## src/design/eyo_pkg.sv

```systemverilog
// Package for the eye pattern serial output block.
// Assumes a single 100 MHz system clock.
package eyo_pkg;
	// ==========================================================
	// Timing
	// ==========================================================
	localparam int unsigned CLK_HZ          = 100_000_000;
	localparam int unsigned SHIFT_CLK_HZ    = 288_000;
	// Half period of the shift clock in system cycles, rounded down
	localparam int unsigned HALF_PERIOD_CYC = CLK_HZ / (2 * SHIFT_CLK_HZ);
	// ==========================================================
	// Word layout
	// ==========================================================
	localparam int unsigned WORD_BITS       = 15;
	localparam int unsigned DATA_BITS       = 8;
	localparam int unsigned PAD_BITS        = WORD_BITS - DATA_BITS;
	localparam int unsigned FRAME_BITS      = 2 * WORD_BITS;
	localparam int unsigned BIT_CNT_W       = 5;
	localparam int unsigned DIV_CNT_W       = 9;
endpackage : eyo_pkg

```

## src/design/eyo_serial_out.sv

```systemverilog
// Eye pattern serializer: two 15-bit words per constellation point.
// Assumes the receive bit clock is asynchronous and slower than 288 kHz.
`timescale 1ns/1ps
module eyo_serial_out
	import eyo_pkg::*;
#(
	parameter int unsigned HALF_CYC = HALF_PERIOD_CYC
) (
	input  wire logic                 clk,
	input  wire logic                 rstn,
	input  wire logic [DATA_BITS-1:0] eye_horizontal_word,
	input  wire logic [DATA_BITS-1:0] eye_vertical_word,
	input  wire logic                 sample_valid,
	output logic                      sample_ready,
	input  wire logic                 receive_bit_clock,
	output logic                      eye_serial_out,
	output logic                      eye_shift_clock,
	output logic                      eye_load_strobe
);
	typedef enum logic [1:0] {ST_IDLE, ST_SEND} eyo_state_e;

	// ==========================================================
	// Two-entry sample buffer
	// ==========================================================
	logic [2*DATA_BITS-1:0] buf_mem [2];
	logic                   wr_ptr_r;
	logic                   rd_ptr_r;
	logic [1:0]             count_r;
	logic                   pop;
	logic                   push;
	logic                   buf_valid;
	logic [1:0]             count_nxt;

	assign push         = sample_valid && sample_ready;
	assign sample_ready = (count_r != 2'h2);
	assign buf_valid    = (count_r != 2'h0);

	// Occupancy after this cycle's take and pop
	always_comb begin
		count_nxt = count_r;
		case ({push, pop})
			2'b10:   count_nxt = count_r + 2'h1;
			2'b01:   count_nxt = count_r - 2'h1;
			default: count_nxt = count_r;
		endcase
	end

	// Sample storage, no reset needed
	always_ff @(posedge clk) begin
		if (push) begin
			buf_mem[wr_ptr_r] <= {eye_horizontal_word, eye_vertical_word};
		end
	end

	// Pointers and occupancy
	always_ff @(posedge clk) begin
		if (!rstn) begin
			wr_ptr_r <= 1'b0;
			rd_ptr_r <= 1'b0;
			count_r  <= 2'h0;
		end else begin
			if (push) begin
				wr_ptr_r <= ~wr_ptr_r;
			end
			if (pop) begin
				rd_ptr_r <= ~rd_ptr_r;
			end
			count_r <= count_nxt;
		end
	end

	// ==========================================================
	// Receive bit clock synchroniser and edge detect
	// ==========================================================
	logic rbc_s1_r;
	logic rbc_s2_r;
	logic rbc_s3_r;
	logic rbc_rise;

	always_ff @(posedge clk) begin
		if (!rstn) begin
			rbc_s1_r <= 1'b0;
			rbc_s2_r <= 1'b0;
			rbc_s3_r <= 1'b0;
		end else begin
			rbc_s1_r <= receive_bit_clock;
			rbc_s2_r <= rbc_s1_r;
			rbc_s3_r <= rbc_s2_r;
		end
	end

	assign rbc_rise = rbc_s2_r && !rbc_s3_r;

	// ==========================================================
	// Shift clock divider
	// ==========================================================
	logic [DIV_CNT_W-1:0] div_r;
	logic                 sclk_r;
	logic                 half_tick;
	logic                 fall_en;
	logic [DIV_CNT_W-1:0] div_nxt;
	logic                 sclk_nxt;

	assign half_tick = (div_r == DIV_CNT_W'(HALF_CYC - 1));
	// Realign holds the clock high, so no shift may happen then
	assign fall_en   = half_tick && sclk_r && !rbc_rise;

	// Realign pulse wins over the half-period tick
	always_comb begin
		div_nxt  = div_r + DIV_CNT_W'(1);
		sclk_nxt = sclk_r;
		if (rbc_rise) begin
			div_nxt  = '0;
			sclk_nxt = 1'b1;
		end else if (half_tick) begin
			div_nxt  = '0;
			sclk_nxt = ~sclk_r;
		end
	end

	always_ff @(posedge clk) begin
		if (!rstn) begin
			div_r  <= '0;
			sclk_r <= 1'b0;
		end else begin
			div_r  <= div_nxt;
			sclk_r <= sclk_nxt;
		end
	end

	assign eye_shift_clock = sclk_r;

	// ==========================================================
	// Frame helpers
	// ==========================================================
	// Pad, X data, pad, Y data, first bit at the top
	function automatic logic [FRAME_BITS-1:0] frame_image(input logic [2*DATA_BITS-1:0] pair);
		frame_image = {{PAD_BITS{1'b0}}, pair[2*DATA_BITS-1:DATA_BITS],
			{PAD_BITS{1'b0}}, pair[DATA_BITS-1:0]};
	endfunction : frame_image

	// ==========================================================
	// Serializer
	// ==========================================================
	eyo_state_e             state_r;
	logic [FRAME_BITS-1:0]  shreg_r;
	logic [BIT_CNT_W-1:0]   bit_r;
	logic                   strobe_r;
	logic [2*DATA_BITS-1:0] head;
	logic                   frame_end;
	logic                   word_end;

	assign head      = buf_mem[rd_ptr_r];
	// Last bit of a frame, or of either word
	assign frame_end = (bit_r == BIT_CNT_W'(FRAME_BITS - 1));
	assign word_end  = (bit_r == BIT_CNT_W'(WORD_BITS - 1)) || frame_end;
	assign pop       = fall_en && (state_r == ST_IDLE || frame_end) && buf_valid;

	always_ff @(posedge clk) begin
		if (!rstn) begin
			state_r <= ST_IDLE;
			shreg_r <= '0;
			bit_r   <= '0;
		end else if (fall_en) begin
			case (state_r)
				ST_IDLE: begin
					if (buf_valid) begin
						shreg_r <= frame_image(head);
						bit_r   <= '0;
						state_r <= ST_SEND;
					end else begin
						shreg_r <= '0;
					end
				end
				ST_SEND: begin
					// Last bit of a frame hands over to the next one if one is buffered, else to ST_IDLE
					if (frame_end) begin
						bit_r <= '0;
						if (buf_valid) begin
							shreg_r <= frame_image(head);
						end else begin
							shreg_r <= '0;
							state_r <= ST_IDLE;
						end
					end else begin
						shreg_r <= {shreg_r[FRAME_BITS-2:0], 1'b0};
						bit_r   <= bit_r + BIT_CNT_W'(1);
					end
				end
				default: state_r <= ST_IDLE;
			endcase
		end
	end

	assign eye_serial_out = shreg_r[FRAME_BITS-1];

	// ==========================================================
	// Load strobe: one shift period after each word's last bit
	// ==========================================================
	always_ff @(posedge clk) begin
		if (!rstn) begin
			strobe_r <= 1'b0;
		end else if (fall_en) begin
			strobe_r <= (state_r == ST_SEND) && word_end;
		end
	end

	assign eye_load_strobe = strobe_r;
endmodule : eyo_serial_out

```

## config.mk

```make
export PLATFORM = sky130hd
export DESIGN_NAME = eyo_serial_out
export DESIGN_NICKNAME = d
export VERILOG_FILES = /design/src/design/eyo_pkg.sv /design/src/design/eyo_serial_out.sv
export SDC_FILE = /design/constraint.sdc
export NUM_CORES = 1
export LEC_CHECK = 0
export BUFFER_PORTS_ARGS = -buffer_cell sky130_fd_sc_hd__buf_4
export CORE_ASPECT_RATIO = 0.75
export CORE_UTILIZATION = 30
export DETAILED_ROUTE_END_ITERATION = 12
export GPL_TIMING_DRIVEN = 0
export SETUP_SLACK_MARGIN = 0.5
export SLEW_MARGIN = 40
export SYNTH_ARGS = -nofsm -noshare
export SYNTH_HDL_FRONTEND = slang
export SYNTH_SLANG_ARGS = --single-unit
```

## constraint.sdc

```tcl
create_clock -name clk -period 2.7 [get_ports clk]
set_clock_uncertainty 0.1 [all_clocks]
set_input_delay 0.27 -clock clk [delete_from_list [all_inputs] [get_ports clk]]
set_output_delay 0.27 -clock clk [all_outputs]
set_load 0.005 [all_outputs]
```

==> impl_metrics.ini <==
[clock_tree]
cts_buffer_depth = 2
cts_num_sinks = 87
cts-buffers-inserted = 9
cts-root-buf = clkbuf_16
htreeDepth = 3
cts.reportedPaths.clkPinSlew_ns = 0.07
clock_latency_ns = 0.34
cts_tree = yes

[setup_path]
r2r_start = div_r[0]$_SDFF_PP0_
critPathMaxFanout = 5
r2r_end = count_r[1]$_SDFFE_PN0P_
crit_type = flip-flop to flip-flop
reg2reg_slack_ns = 0.56
r2r_cells = 8
cp.required_ns = 2.87
start_kind = flip-flop
arrival_ns = 2.32
crit_path_end_kind = flip-flop

[floorplan]
dieArea_sq_um = 12200
rows = 33
pin_count = 24
die_w_um = 127
die_y_um = 95.9
start_util = 0.315
core_area_sq_um = 11200

[final_layout]
finalNetCount = 393
fillers = 1083
drive_gt1_frac = 0.199
n_antenna_cell = 0
areaGrowthSynthToFinish_pct = 25.0
final_core_util = 0.393

[hold_path]
hold_path_depth = 1
min-delay-start = eye_horizontal_word[5]
hold_path_class = input port to flip-flop
hold_path_end = buf_mem[0][13]$_DFFE_PP_

[synth]
ys_async_sr_fraction = 0
yosysTopAreaCell = dfxtp_1
yosysUniqueCellTypes = 35
yosys_warnings = 0
synth_top_flop_cell = dfxtp_1
netlist_instances = 316
synth_nets = 342
synth_top_area_frac = 0.313
ys_top_cells_by_count = dfxtp_1 (55), edfxtp_1 (32), mux2i_1 (30), a21oi_1 (27), nand2_1 (23)
synthTopCellsByArea = dfxtp_1 (31%), edfxtp_1 (27%), mux2i_1 (8.5%)
synth_most_common_cell = dfxtp_1
synth-edff-count = 32
ys_seq_area_frac = 0.585
synth_seq_cells = 87
netlist_area_sq_um = 3520
avgSynthCellArea_sq_um = 11.1

[pwr]
power_density_nw_per_um2 = 625
p_leak_uw = 0.00151
peakVddDrop_mv = 0.442

[placed_design]
pre_cts_slack_ns = 0.247
routabilityCongestion = 0.756
io_buffers = 23
hpwl_um = 4650

[route]
postRouteAntennaNets = 0
firstDrtPassIters = 4
drc = 0
totalWireLength_um = 7000
highest_layer = met4
via_per_inst = 4.69
drt_iter0_markers = 167
met2WireLength_um = 3210
met3_length_um = 231
drt-met1-wl_um = 3430
vias = 2483
wl_per_cell_um = 13.2

[timing]
worst_slack_ns = 0.555
finalCritPeriodShare = 0.794
hold_violations = 0
fin_tns_setup_ns = 0
rsz0062_at_grt = no
setup_violations = 0
slew_headroom = 0.493
maxSlewViolCount = 0
min_period_ns = 2.14
tightest_slew_ns = 0.761
max_freq_mhz = 466

[global_routing]
grt_pass1_vias = 2358
grt-ovfl-total = 0
grt_antenna_before_repair = 0
grt_pass1_wl_um = 11500
grt_max_degree = 17
globalRouteTotalUtil = 0.125

[job]
drv_cap = 0

[run_status]
outcome = finished, final reports clean
logic make-up after synthesis:
kind of cell             share of synthesized area
buffers and inverters                       0.0302
AO/OA/AOI/OAI                               0.0835
adder cells (fa/ha/maj)                     0.0213
AND/OR/NAND/NOR                              0.160
multiplexers                                0.0948
flip-flops                                   0.585
XOR/XNOR                                    0.0249
timing repair:
action,in CTS,in global routing
hold buffers,7,2
gates cloned,0,0
resized for setup,1,18
endpoints found under the setup margin,2,29
pin swaps,3,4
setup buffers,3,5
endpoints found under the hold margin,14,4
state kept, by name (all words and copies together), names as in the netlist, 2 cells and up, named ones only:
signal and count:
count_r 2, buf_mem 32, bit_r 5, shreg_r 30, div_r 9
stage by stage:
step | std cells | total power, uW | hold slack, ns | cell area (sq um)
after floorplan | 316 | 1530 | 0.269 | 3540
after global placement | 496 | 1580 | 0.317 | 3910
after detailed placement | 496 | 1590 | 0.324 | 3910
after CTS | 522 | 2770 | 0.000181 | 4290
after global routing | 529 | 2860 | 0.00146 | 4400
final | 529 | 2750 | 0.0127 | 4400
cell usage in the layout (no fill, tap or decap), drive strengths merged:
cell	n
clkinv	2
and4b	2
clkinvlp	1
and2	3
buf	38
mux2i	30
and4	3
a21oi	27
or3	4
xor2	8
and3	13
o211ai	1
edfxtp	32
a32o	1
o22ai	11
clkbuf	22
dlygate4sd3	9
o31ai	2
nand4b	1
o21ai	10
nor2	14
or4	3
ha	6
a211oi	1
nand4	7
xnor2	2
nand2b	3
dfxtp	55
nor3	5
and4bb	1
mux2	3
nand2	23
inv	9
nand3	20
per-layer routing:
| layer | up-vias | track usage |
|---|---|---|
| li1 | 1259 | - |
| met4 | 0 | 0.0655 |
| met2 | 38 | 0.199 |
| met5 | - | 0 |
| met1 | 1178 | 0.154 |
| met3 | 8 | 0.0395 |
worst max-delay path by stage:
stage | cells past startpoint | end | slack (ns) | from
floorplan | 8 | count_r[1]$_SDFFE_PN0P_ | 0.53 | div_r[0]$_SDFF_PP0_
global placement | 8 | count_r[1]$_SDFFE_PN0P_ | 0.31 | div_r[0]$_SDFF_PP0_
detailed placement | 8 | count_r[1]$_SDFFE_PN0P_ | 0.25 | div_r[0]$_SDFF_PP0_
CTS | 7 | count_r[1]$_SDFFE_PN0P_ | 0.50 | bit_r[0]$_SDFFE_PN0P_
global route | 8 | count_r[1]$_SDFFE_PN0P_ | 0.47 | div_r[0]$_SDFF_PP0_
finish | 8 | count_r[1]$_SDFFE_PN0P_ | 0.56 | div_r[0]$_SDFF_PP0_
report_power, final:
group	switching (uW)	internal (uW)	leakage, uW
registers	21.9	1410	0.000746
clock network	511	655	0.000137
logic	83.9	64.9	0.000630
total	616	2130	0.00151
cell type report:
type / instances / area, sq um / area share
repair buffers: 40 / 323 / 0.0733
inverters: 7 / 28.8 / 0.00654
plain buffers: 18 / 81.3 / 0.0185
well taps: 157 / 196 / 0.0446
clock inverters: 5 / 40.0 / 0.00909
clock buffers: 11 / 243 / 0.0551
flip-flops and latches: 87 / 2070 / 0.471
multi-input cells: 204 / 1420 / 0.322
worst max-delay path, cell delays in order (launching register included):
cell,delay (ns)
dfxtp_4,0.37
inv_4,0.06
ha_4,0.11
and4b_2,0.28
nand4_4,0.14
nor3_4,0.28
ha_4,0.24
or3_4,0.38
a21oi_2,0.12
Power figures use the tool's default switching activity.
